**src/design/monitor_control_pkg.sv**
```systemverilog
package monitor_control_pkg;
  localparam int unsigned ADR_W = 8;
  localparam int unsigned FRAME_W = 16;
  localparam int unsigned DAC_N = 8;
  localparam int unsigned MF_N = 4;
  localparam int unsigned EV_N = 3;

  // Register byte offsets
  localparam logic [7:0] OFS_CTRL = 8'h00;
  localparam logic [7:0] OFS_GPIO_OUT = 8'h04;
  localparam logic [7:0] OFS_GPIO_IN = 8'h08;
  localparam logic [7:0] OFS_CLAMP = 8'h0c;
  localparam logic [7:0] OFS_TX = 8'h10;
  localparam logic [7:0] OFS_RX = 8'h14;
  localparam logic [7:0] OFS_IRQ_STAT = 8'h18;
  localparam logic [7:0] OFS_IRQ_MASK = 8'h1c;

  // Multifunction pin index
  localparam int unsigned PIN_ALERT = 0;
  localparam int unsigned PIN_PD0 = 1;
  localparam int unsigned PIN_PD1 = 2;
  localparam int unsigned PIN_LOAD = 3;

  // Interrupt event bits
  localparam int unsigned EV_FRAME = 0;
  localparam int unsigned EV_RANGE = 1;
  localparam int unsigned EV_LOAD = 2;

  // Synchroniser bit positions
  localparam int unsigned SY_RST = 7;
  localparam int unsigned SY_SCLK = 6;
  localparam int unsigned SY_CS = 5;
  localparam int unsigned SY_DIN = 4;
  // Reset, chip select and mf pins idle high, link clock and data low, so no false edge follows reset
  localparam logic [7:0] SYNC_RST = 8'haf;

  // Control: pol bit 1 means active high, gpio_sel bit 1 means GPIO role
  typedef struct packed {
    logic [3:0] pol;
    logic [3:0] gpio_sel;
  } ctrl_t;
  localparam ctrl_t CTRL_RST = 8'h00;

  typedef struct packed {
    logic [3:0] oe;
    logic [3:0] out;
  } gpio_t;
  localparam gpio_t GPIO_RST = 8'h00;

  typedef struct packed {
    logic [7:0] mask1;
    logic [7:0] mask0;
  } clamp_t;
  localparam clamp_t CLAMP_RST = 16'h0000;

  typedef struct packed {
    logic en;
    logic [15:0] data;
  } tx_t;
  localparam tx_t TX_RST = 17'h00000;

  typedef enum logic {LINK_IDLE, LINK_FRAME} link_state_t;
endpackage : monitor_control_pkg

```
**src/design/monitor_control_pin_interface.sv**
```systemverilog
`timescale 1ns/100ps
module monitor_control_pin_interface
  import monitor_control_pkg::*;
(
  input wire logic sys_clk_i,
  input wire logic rst_n_i,
  input wire logic wb_cyc_i,
  input wire logic wb_stb_i,
  input wire logic wb_we_i,
  input wire logic [ADR_W-1:0] wb_adr_i,
  input wire logic [3:0] wb_sel_i,
  input wire logic [31:0] wb_dat_i,
  output logic [31:0] wb_dat_o,
  output logic wb_ack_o,
  output logic irq_o,
  input wire logic hw_reset_n_i,
  input wire logic sclk_i,
  input wire logic cs_n_i,
  input wire logic din_i,
  output logic dout_o,
  output logic dout_oe_o,
  input wire logic [MF_N-1:0] mf_pin_i,
  output logic [MF_N-1:0] mf_pin_o,
  output logic [MF_N-1:0] mf_pin_oe_o,
  input wire logic out_of_range_i,
  output logic [DAC_N-1:0] dac_clamp_o,
  output logic dac_load_o
);

  // Synchronisers
  logic [7:0] sync1_r;
  logic [7:0] sync2_r;
  logic rst_int;
  logic sclk_d_r;
  logic sclk_rise;
  logic sclk_fall;
  logic cs_s;
  logic din_s;
  logic [MF_N-1:0] pin_s;
  // Registers
  ctrl_t ctrl_r, ctrl_nxt;
  gpio_t gpio_r, gpio_nxt;
  clamp_t clamp_r, clamp_nxt;
  tx_t tx_r, tx_nxt;
  logic [EV_N-1:0] stat_r, stat_nxt;
  logic [EV_N-1:0] mask_r, mask_nxt;
  logic [31:0] dat_r, dat_nxt;
  logic ack_r, ack_nxt;
  logic irq_r, irq_nxt;
  // Link
  link_state_t state_r, state_nxt;
  logic [FRAME_W-1:0] rx_shift_r, rx_shift_nxt;
  logic [FRAME_W-1:0] rx_data_r, rx_data_nxt;
  logic [FRAME_W-1:0] tx_shift_r, tx_shift_nxt;
  logic dout_oe_r, dout_oe_nxt;
  logic frame_ev;
  // Pins
  logic [MF_N-1:0] pin_o_r, pin_o_nxt;
  logic [MF_N-1:0] pin_oe_r, pin_oe_nxt;
  logic [DAC_N-1:0] clamp_o_r, clamp_o_nxt;
  logic load_r, load_nxt;
  logic range_q_r;
  logic pd0_act;
  logic pd1_act;
  logic [EV_N-1:0] events;
  // Bus helpers
  logic hit;
  logic wr;
  logic [31:0] bm;
  logic [31:0] rdat;

  always_ff @(posedge sys_clk_i) begin
    if (!rst_n_i) begin
      sync1_r <= SYNC_RST;
      sync2_r <= SYNC_RST;
    end else begin
      sync1_r <= {hw_reset_n_i, sclk_i, cs_n_i, din_i, mf_pin_i};
      sync2_r <= sync1_r;
    end
  end

  assign rst_int = !rst_n_i || !sync2_r[SY_RST];
  assign cs_s = sync2_r[SY_CS];
  assign din_s = sync2_r[SY_DIN];
  assign pin_s = sync2_r[MF_N-1:0];
  assign sclk_rise = sync2_r[SY_SCLK] && !sclk_d_r;
  assign sclk_fall = !sync2_r[SY_SCLK] && sclk_d_r;

  // Serial link
  always_comb begin
    state_nxt = state_r;
    rx_shift_nxt = rx_shift_r;
    rx_data_nxt = rx_data_r;
    tx_shift_nxt = tx_shift_r;
    dout_oe_nxt = dout_oe_r;
    frame_ev = 1'b0;
    case (state_r)
      LINK_IDLE: begin
        if (!cs_s) begin
          state_nxt = LINK_FRAME;
          rx_shift_nxt = '0;
          tx_shift_nxt = tx_r.data;
          dout_oe_nxt = tx_r.en;
        end
      end
      LINK_FRAME: begin
        if (cs_s) begin
          state_nxt = LINK_IDLE;
          rx_data_nxt = rx_shift_r;
          frame_ev = 1'b1;
          dout_oe_nxt = 1'b0;
        end else begin
          if (sclk_rise) begin
            rx_shift_nxt = {rx_shift_r[FRAME_W-2:0], din_s};
          end
          if (sclk_fall) begin
            tx_shift_nxt = {tx_shift_r[FRAME_W-2:0], 1'b0};
          end
        end
      end
      default: begin
        state_nxt = LINK_IDLE;
        dout_oe_nxt = 1'b0;
      end
    endcase
  end

  always_ff @(posedge sys_clk_i) begin
    if (rst_int) begin
      state_r <= LINK_IDLE;
      rx_shift_r <= '0;
      rx_data_r <= '0;
      tx_shift_r <= '0;
      dout_oe_r <= 1'b0;
      sclk_d_r <= 1'b0;
    end else begin
      state_r <= state_nxt;
      rx_shift_r <= rx_shift_nxt;
      rx_data_r <= rx_data_nxt;
      tx_shift_r <= tx_shift_nxt;
      dout_oe_r <= dout_oe_nxt;
      sclk_d_r <= sync2_r[SY_SCLK];
    end
  end

  // Multifunction pins
  assign pd0_act = (pin_s[PIN_PD0] == ctrl_r.pol[PIN_PD0]) && !ctrl_r.gpio_sel[PIN_PD0];
  assign pd1_act = (pin_s[PIN_PD1] == ctrl_r.pol[PIN_PD1]) && !ctrl_r.gpio_sel[PIN_PD1];

  genvar gi;
  generate
    for (gi = 0; gi < MF_N; gi++) begin : g_pin
      if (gi == PIN_ALERT) begin : g_od
        assign pin_o_nxt[gi] = 1'b0;
        assign pin_oe_nxt[gi] = ctrl_r.gpio_sel[gi] ? (gpio_r.oe[gi] && !gpio_r.out[gi])
                                                    : (out_of_range_i != ctrl_r.pol[gi]);
      end else begin : g_pp
        assign pin_o_nxt[gi] = ctrl_r.gpio_sel[gi] && gpio_r.out[gi];
        assign pin_oe_nxt[gi] = ctrl_r.gpio_sel[gi] && gpio_r.oe[gi];
      end
    end
  endgenerate

  always_comb begin
    clamp_o_nxt = (pd0_act ? clamp_r.mask0 : '0) | (pd1_act ? clamp_r.mask1 : '0);
    load_nxt = !ctrl_r.gpio_sel[PIN_LOAD] && (pin_s[PIN_LOAD] == ctrl_r.pol[PIN_LOAD]);
    events = '0;
    events[EV_FRAME] = frame_ev;
    events[EV_RANGE] = out_of_range_i && !range_q_r;
    events[EV_LOAD] = load_nxt && !load_r;
  end

  always_ff @(posedge sys_clk_i) begin
    if (rst_int) begin
      pin_o_r <= '0;
      pin_oe_r <= '0;
      clamp_o_r <= '0;
      load_r <= 1'b0;
      range_q_r <= 1'b0;
    end else begin
      pin_o_r <= pin_o_nxt;
      pin_oe_r <= pin_oe_nxt;
      clamp_o_r <= clamp_o_nxt;
      load_r <= load_nxt;
      range_q_r <= out_of_range_i;
    end
  end

  // Wishbone slave, one registered ack per request, a cycle after the strobe
  assign hit = wb_cyc_i && wb_stb_i && !ack_r;
  assign wr = hit && wb_we_i;
  assign bm = {{8{wb_sel_i[3]}}, {8{wb_sel_i[2]}}, {8{wb_sel_i[1]}}, {8{wb_sel_i[0]}}};

  always_comb begin
    case (wb_adr_i)
      OFS_CTRL: rdat = {24'h000000, ctrl_r};
      OFS_GPIO_OUT: rdat = {24'h000000, gpio_r};
      OFS_GPIO_IN: rdat = {28'h0000000, pin_s};
      OFS_CLAMP: rdat = {16'h0000, clamp_r};
      OFS_TX: rdat = {15'h0000, tx_r};
      OFS_RX: rdat = {16'h0000, rx_data_r};
      OFS_IRQ_STAT: rdat = {29'h00000000, stat_r};
      OFS_IRQ_MASK: rdat = {29'h00000000, mask_r};
      default: rdat = 32'h00000000;
    endcase
  end

  always_comb begin
    ctrl_nxt = ctrl_r;
    gpio_nxt = gpio_r;
    clamp_nxt = clamp_r;
    tx_nxt = tx_r;
    mask_nxt = mask_r;
    stat_nxt = stat_r;
    ack_nxt = hit;
    dat_nxt = (hit && !wb_we_i) ? rdat : 32'h00000000;
    if (wr) begin
      case (wb_adr_i)
        OFS_CTRL: ctrl_nxt = ctrl_t'((ctrl_r & ~bm[7:0]) | (wb_dat_i[7:0] & bm[7:0]));
        OFS_GPIO_OUT: gpio_nxt = gpio_t'((gpio_r & ~bm[7:0]) | (wb_dat_i[7:0] & bm[7:0]));
        OFS_CLAMP: clamp_nxt = clamp_t'((clamp_r & ~bm[15:0]) | (wb_dat_i[15:0] & bm[15:0]));
        OFS_TX: tx_nxt = tx_t'((tx_r & ~bm[16:0]) | (wb_dat_i[16:0] & bm[16:0]));
        OFS_IRQ_MASK: mask_nxt = (mask_r & ~bm[2:0]) | (wb_dat_i[2:0] & bm[2:0]);
        OFS_IRQ_STAT: stat_nxt = stat_r & ~(wb_dat_i[2:0] & bm[2:0]);
        default: ;
      endcase
    end
    // Set wins over clear
    stat_nxt = stat_nxt | events;
    irq_nxt = |(stat_nxt & mask_nxt);
  end

  always_ff @(posedge sys_clk_i) begin
    if (rst_int) begin
      ctrl_r <= CTRL_RST;
      gpio_r <= GPIO_RST;
      clamp_r <= CLAMP_RST;
      tx_r <= TX_RST;
      stat_r <= '0;
      mask_r <= '0;
      ack_r <= 1'b0;
      dat_r <= 32'h00000000;
      irq_r <= 1'b0;
    end else begin
      ctrl_r <= ctrl_nxt;
      gpio_r <= gpio_nxt;
      clamp_r <= clamp_nxt;
      tx_r <= tx_nxt;
      stat_r <= stat_nxt;
      mask_r <= mask_nxt;
      ack_r <= ack_nxt;
      dat_r <= dat_nxt;
      irq_r <= irq_nxt;
    end
  end

  assign wb_dat_o = dat_r;
  assign wb_ack_o = ack_r;
  assign irq_o = irq_r;
  assign dout_o = tx_shift_r[FRAME_W-1];
  assign dout_oe_o = dout_oe_r;
  assign mf_pin_o = pin_o_r;
  assign mf_pin_oe_o = pin_oe_r;
  assign dac_clamp_o = clamp_o_r;
  assign dac_load_o = load_r;
endmodule : monitor_control_pin_interface

```
**config.mk**
```make
export PLATFORM = sky130hd
export DESIGN_NAME = monitor_control_pin_interface
export DESIGN_NICKNAME = d
export VERILOG_FILES = /design/src/design/monitor_control_pkg.sv /design/src/design/monitor_control_pin_interface.sv
export SDC_FILE = /design/constraint.sdc
export NUM_CORES = 1
export LEC_CHECK = 0
export ABC_AREA = 0
export BUFFER_PORTS_ARGS = -buffer_cell sky130_fd_sc_hd__buf_2
export CORE_ASPECT_RATIO = 1.2
export CORE_UTILIZATION = 55
export DETAILED_ROUTE_END_ITERATION = 16
export HOLD_SLACK_MARGIN = 0.03
export PLACE_DENSITY_LB_ADDON = 0.1
export RECOVER_POWER = 50
export SLEW_MARGIN = 20
export SYNTH_ARGS = -nofsm -noshare
export SYNTH_HDL_FRONTEND = slang
export SYNTH_SLANG_ARGS = --single-unit
```
**constraint.sdc**
```tcl
create_clock -name sys_clk_i -period 2.7 [get_ports sys_clk_i]
set_clock_uncertainty 0.2 [all_clocks]
set_input_delay 0.27 -clock sys_clk_i [delete_from_list [all_inputs] [get_ports sys_clk_i]]
set_output_delay 0.27 -clock sys_clk_i [all_outputs]
set_load 0.01 [all_outputs]
```
==> metrics.md, run 1 <==
| Metric | Value |
|---|---|
| Status | completed |
| P&R area growth vs syn | 21.2% |
| Vias | 4878 |
| Max-slew violation count | 0 |
| # placed instances | 816 |
| Worst-Margin Slew | 0.776 ns |
| Power Dens Cells | 657 mW/mm^2 |
| Critical path launch point type | primary input |
| Initial antenna violation count | 0 |
| Number of cells on the worst hold path | 4 |
| Setup slack at placement | 0.417 ns |
| Fin util | 68.5% |
| Max VDD drop | 0.389 mV |
| Worst EP required | 2.81 ns |
| Final WL | 14.5 mm |
| Final worst-path cycle share | 88.6% |
| EDFF count, synth | 0 |
| Maximum clock rate | 0.418 GHz |
| Rows | 42 |
| Top cell type's share of synthesized area | 50.8% |
| Crit path kind | in2reg |
| Final min period | 2.39 ns |
| Post-route setup slack | 0.309 ns |
| Num CTS Buffers | 17 |
| Initial Util | 56.5% |
| Synth Warn # | 0 |
| Num ports | 111 |
| Share of cells above drive strength 1 | 15.0% |
| R2R setup slack | 0.44 ns |
| Worst setup EP type | flip-flop |
| Hold crit path type | in2reg |
| Total Routing Usage GR | 25.9% |
| Worst reg-to-reg path cell count | 5 |
| Clock Path Buffers | 2 |
| Sink Count | 158 |
| Top cells by area, synth | dfxtp_1, mux2i_1, nor2_1, a22oi_1, buf_4 |
| Hold Vio Cnt, Final | 0 |
| GPL Wtd Cong | 0.869 |
| Vias/cell | 5.54 |
| Iteration-0 DRC count of the detailed router | 341 |
| Cell Count, Final, Fillers Out | 881 |
| H-tree levels | 4 |
| Post-route ant nets | 0 |
| Die X | 99.2 um |
| TritonCTS clock tree | yes |
| Share of synthesized registers carrying an async set or reset | 0% |
| Sum Neg Setup Slack | 0 ns |
| Placeable Area | 0.0110 sq mm |
| Cells after Synth | 629 |
| Relative slew margins | 48.2% |
| Wirelength per Cell | 16.5 um |
| Die Area | 0.0118 sq mm |
| Pre-Repair DR Iteration Count | 5 |
| Resized Gates After CTS | 0 |
| RSZ-0062 raised after global routing | false |
| DRC viols | 0 |
| Main synth FF type | dfxtp_1 |
| Leakage | 2.70 nW |
| Final setup viols | 0 |
| Vias in the first global route | 4610 |
| First-pass GRT wire length | 23.4 mm |
| I/O Buffers | 78 |
| Synth Area per Inst | 9.91 sq um |
| Max-Cap Viols | 0 |
| Synthesized area | 0.00623 sq mm |
| Seq cells post-synth | 158 |
| Cell taking the most area after synthesis | dfxtp_1 |
| CP arrival | 2.50 ns |
| Fin nets | 797 |
| Number of diodes | 0 |
| Sequential share of the synthesized area | 50.8% |
| Reg clk slew, reported paths | 0.06 ns |
| Die Ht | 119 um |
| Critical Path Fanout Max | 20 |
| Root buffer selected by CTS | clkbuf_16 |
| Yosys cell types | 51 |
| Hpwl dp | 9.80 mm |
| Grt ovf | 0 |
| Worst skew pair latency | 0.42 ns |
| Largest net degree at the start of global routing | 74 |
==> path summary, 6_finish.rpt <==
| kind | endpoint | from |
|---|---|---|
| max | wb_dat_o[1] | rst_n_i |
| min | flip-flop | wb_sel_i[2] |
| max reg2reg | flip-flop | wb_ack_o |
| min reg2reg | sync2_r[7] | sync1_r[7] |
==> stage by stage <==
stage / total power, W / instance area, sq um / hold WS (ns)
global placement: 0.00263 / 6670 / 0.191
global route: 0.00514 / 7560 / 0.0652
detailed placement: 0.00264 / 6670 / 0.192
floorplan: 0.00258 / 6290 / 0.171
finish: 0.00497 / 7560 / 0.0769
CTS: 0.00499 / 7610 / 0.0467
==> power by group <==
group          total, W  switching, W  leakage (nW)  internal (W)
sequential      0.00237     0.0000143          1.28       0.00236
clock           0.00234      0.000911         0.270       0.00142
combinational  0.000256      0.000154          1.16      0.000101
==> logic make-up after synthesis <==
| family | count (synthesis) | share of synthesized area, % |
|---|---|---|
| AO/OA/AOI/OAI | 92 | 10.6 |
| XOR/XNOR | 4 | 0.562 |
| adder cells (fa/ha/maj) | 1 | 0.201 |
| buffers and inverters | 58 | 4.96 |
| flip-flops | 158 | 50.8 |
| multiplexers | 93 | 15.0 |
| other | 1 | 0.0602 |
| AND/OR/NAND/NOR | 222 | 17.9 |
==> cells in the final DEF (no fill, tap or decap), types with 2 or more instances in the layout <==
cell type and n:
o22a_1 5, conb_1 16, a221oi_1 3, nor2b_1 2, clkbuf_16 17, clkbuf_8 3
a211oi_1 16, buf_4 13, clkbuf_1 39, a222oi_1 4, mux2i_1 92, dlygate4sd3_1 35
and2_1 6, a22o_1 10, nand3b_1 2, nand3_1 18, a22oi_1 20, nor2_2 16
clkinvlp_4 5, nand2b_1 14, dfxtp_1 158, inv_1 6, nor2_1 97, nor3_4 4
nand4_1 3, a21o_1 3, bufinv_16 2, nand2_1 27, nor3_1 8, o21ai_0 3
xor2_1 4, nor4_1 2, and2_0 3, and3_1 8, buf_2 40, a21oi_1 22
==> synthesized netlist by cell type (all sizes together) (4+ instances only) <==
library cell  instances
a21oi                23
o22a                  5
nand3                18
inv                   6
xor2                  4
a22o                 10
a222oi                4
and3                  8
clkbuf               21
buf                  31
mux2i                92
nor2                113
nor3                 13
nand2                29
a211oi               16
dfxtp               158
nand2b               14
a22oi                20
and2                  9
==> timing repair <==
item                                    in CTS  in global routing
setup buffers                                0                  0
hold endpoints to repair                    62                  0
endpoints found under the setup margin       0                  0
hold buffers                                35                  0
==> worst max-delay path, cell delays in order <==
cell and delay [ns]:
dlygate4sd3_1 0.52, clkbuf_1 0.58, nand2_4 0.24, nor3_1 0.28, nand4b_1 0.13, buf_4 0.22
a221oi_1 0.26
==> metal layers <==
| metal | track usage [%] | wire, um | vias to the layer above |
|---|---|---|---|
| met5 | 0 | 0 | - |
| met4 | 10.5 | 336 | 0 |
| met3 | 6.80 | 901 | 23 |
| met2 | 41.7 | 6880 | 195 |
| met1 | 33.0 | 6430 | 2266 |
| li1 | - | - | 2394 |
==> cell type report <==
class                   instances  area, sq um
well taps                     132          165
clock inverters                 9          111
fillers                       892         3480
multi-input cells             428         2830
inverters                       6         22.5
flip-flops and latches        158         3160
repair buffers                127          796
clock buffers                  21          470
No activity file was read; power rests on OpenSTA's default activity.
==> run 2, diff against run 1 <==
--- a/config.mk
+++ b/config.mk
@@ -7,8 +7,10 @@
 export LEC_CHECK = 0
 export ABC_AREA = 0
 export BUFFER_PORTS_ARGS = -buffer_cell sky130_fd_sc_hd__buf_2
+export CELL_PAD_IN_SITES_DETAIL_PLACEMENT = 2
+export CELL_PAD_IN_SITES_GLOBAL_PLACEMENT = 2
 export CORE_ASPECT_RATIO = 1.2
-export CORE_UTILIZATION = 55
+export CORE_UTILIZATION = 35
 export DETAILED_ROUTE_END_ITERATION = 16
 export HOLD_SLACK_MARGIN = 0.03
 export PLACE_DENSITY_LB_ADDON = 0.1
==> run 2 against run 1 <==
Net effect: worst hold slack got worse by 0.026 ns; clock power rose by 6%; largest power group is now the clock network; sequential power barely moved.
==> metrics.md, run 2 (synthesis results as in run 1) <==
| Metric | Value |
|---|---|
| Status | completed |
| Power Dens Cells | 663 mW/mm^2 |
| Worst EP required | 2.79 ns |
| Max-Cap Viols | 0 |
| Hold path start | wb_dat_i[0] |
| Placeable Area | 0.0174 sq mm |
| Postcts setup bufs | 0 |
| Total Routing Usage GR | 22.4% |
| Vias | 5001 |
| Reg clk slew, reported paths | 0.07 ns |
| Sink Count | 158 |
| Max VDD drop | 0.427 mV |
| P&R area growth vs syn | 24.2% |
| Iteration-0 DRC count of the detailed router | 273 |
| Die Area | 0.0183 sq mm |
| Max-slew violation count | 0 |
| Fin nets | 802 |
| Crit path kind | in2reg |
| Final min period | 2.37 ns |
| Num CTS Buffers | 17 |
| First-pass GRT wire length | 30.5 mm |
| Hold Vio Cnt, Final | 0 |
| Hpwl dp | 13.1 mm |
| Grt ovf | 0 |
| Wirelength per Cell | 20.0 um |
| Worst path bufs/invs | 3 |
| Initial antenna violation count | 0 |
| Die X | 124 um |
| Worst-Margin Slew | 0.687 ns |
| Vias in the first global route | 5426 |
| Number of cells on the worst hold path | 3 |
| TritonCTS clock tree | yes |
| Worst R2R Start | wb_ack_o |
| Initial Util | 35.7% |
| Worst path slowest cell | dlygate4sd3_1 |
| Critical path launch point type | primary input |
| Commonest non-fill, non-tap cell in the layout | dfxtp_1 |
| I/O Buffers | 78 |
| Resized Gates After CTS | 0 |
| Num ports | 111 |
| Relative slew margins | 54.0% |
| Final WL | 19.5 mm |
| DRC viols | 0 |
| RSZ-0062 raised after global routing | false |
| Vias/cell | 5.12 |
| Worst setup EP type | flip-flop |
| WHS | 0.0513 ns |
| Kind of cell adding the most delay to the critical path | simple AND/OR/NAND/NOR gates |
| Critical path cell sequence | dlygate4sd3_1, buf_2, and4b_1, nand2_1, nor3b_1, buf_4, mux2i_1, nor2_1 |
| Worst reg-to-reg path cell count | 6 |
| Post-route ant nets | 0 |
| Rows | 53 |
| Leakage | 2.76 nW |
| Die Ht | 148 um |
| Slowest Stage Delay on Critical Path | 0.51 ns |
| Final worst-path cycle share | 87.6% |
| Maximum clock rate | 0.423 GHz |
| Sum Neg Setup Slack | 0 ns |
| FILL cells | 1893 |
| M2 GR Usage | 38.2% |
| Worst skew pair latency | 0.43 ns |
| Pre-Repair DR Iteration Count | 7 |
| H-tree levels | 4 |
| Largest net degree at the start of global routing | 80 |
| CP arrival | 2.46 ns |
| Root buffer selected by CTS | clkbuf_16 |
| Met3 Track Usage GR | 3.49% |
| Critical Path Fanout Max | 6 |
| Hold crit path type | in2reg |
| Leading cell types in the layout, fill and taps excluded | dfxtp_1, nor2_1, mux2i_1, buf_2, clkbuf_1 |
| GPL Wtd Cong | 0.808 |
| Final setup viols | 0 |
| Clock Path Buffers | 2 |
| Share of cells above drive strength 1 | 15.9% |
| Gr busiest metal | met2 |
| Number of diodes | 0 |
| Met1 usage | 28.2% |
| R2R setup slack | 0.42 ns |
==> run 2: report_power, final <==
part | total (W) | internal, W | switching (W)
Combinational | 0.000272 | 0.000105 | 0.000167
Clock | 0.00248 | 0.00143 | 0.00105
Sequential | 0.00237 | 0.00236 | 0.0000165
Total | 0.00513 | 0.00390 | 0.00123
==> run 2: what timing repair did <==
| item | CTS | global route |
|---|---|---|
| endpoints found under the setup margin | 0 | 0 |
| hold buffers | 36 | 0 |
| endpoints found under the hold margin | 59 | 0 |
==> run 2: tightest hold or removal path, cell delays in order <==
cell	delay (ns)
buf_2	0.19
mux2i_1	0.11
nor2_2	0.07
==> run 2: how the worst max path moves through the flow <==
| stage | startpoint | to | slack [ns] | cells past startpoint |
|---|---|---|---|---|
| floorplan | wb_adr_i[3] | flip-flop | 0.77 | 6 |
| global placement | wb_cyc_i | flip-flop | 0.45 | 7 |
| detailed placement | wb_adr_i[2] | wb_dat_o[1] | 0.40 | 6 |
| CTS | wb_stb_i | flip-flop | 0.39 | 8 |
| global route | wb_stb_i | flip-flop | 0.25 | 8 |
| finish | wb_stb_i | flip-flop | 0.33 | 8 |
==> run 2: layer usage <==
layer,routed length (um),up-vias
met5,0,-
met4,442,0
met3,616,28
met2,9760,106
met1,8700,2469
li1,-,2398
==> run 2: cell type report <==
| type | instances | area (sq um) | area share [%] |
|---|---|---|---|
| clock inverters | 13 | 151 | 1.96 |
| clock buffers | 19 | 453 | 5.85 |
| well taps | 220 | 275 | 3.56 |
| multi-input cells | 428 | 2830 | 36.5 |
| inverters | 6 | 22.5 | 0.291 |
| repair buffers | 132 | 847 | 10.9 |
| flip-flops and latches | 158 | 3160 | 40.9 |
==> run 2: per-stage QoR <==
step           instances  power, W  instance area (sq um)  util, %  setup slack (ns)
2_1_floorplan        644   0.00258                   6290        -             0.768
3_3_place_gp         908   0.00265                   6830     39.1             0.455
3_5_place_dp         908   0.00266                   6830     39.1             0.400
4_1_cts              976   0.00517                   7790     44.7             0.391
5_1_grt              976   0.00530                   7740     44.4             0.254
6_report             976   0.00513                   7740     44.4             0.334
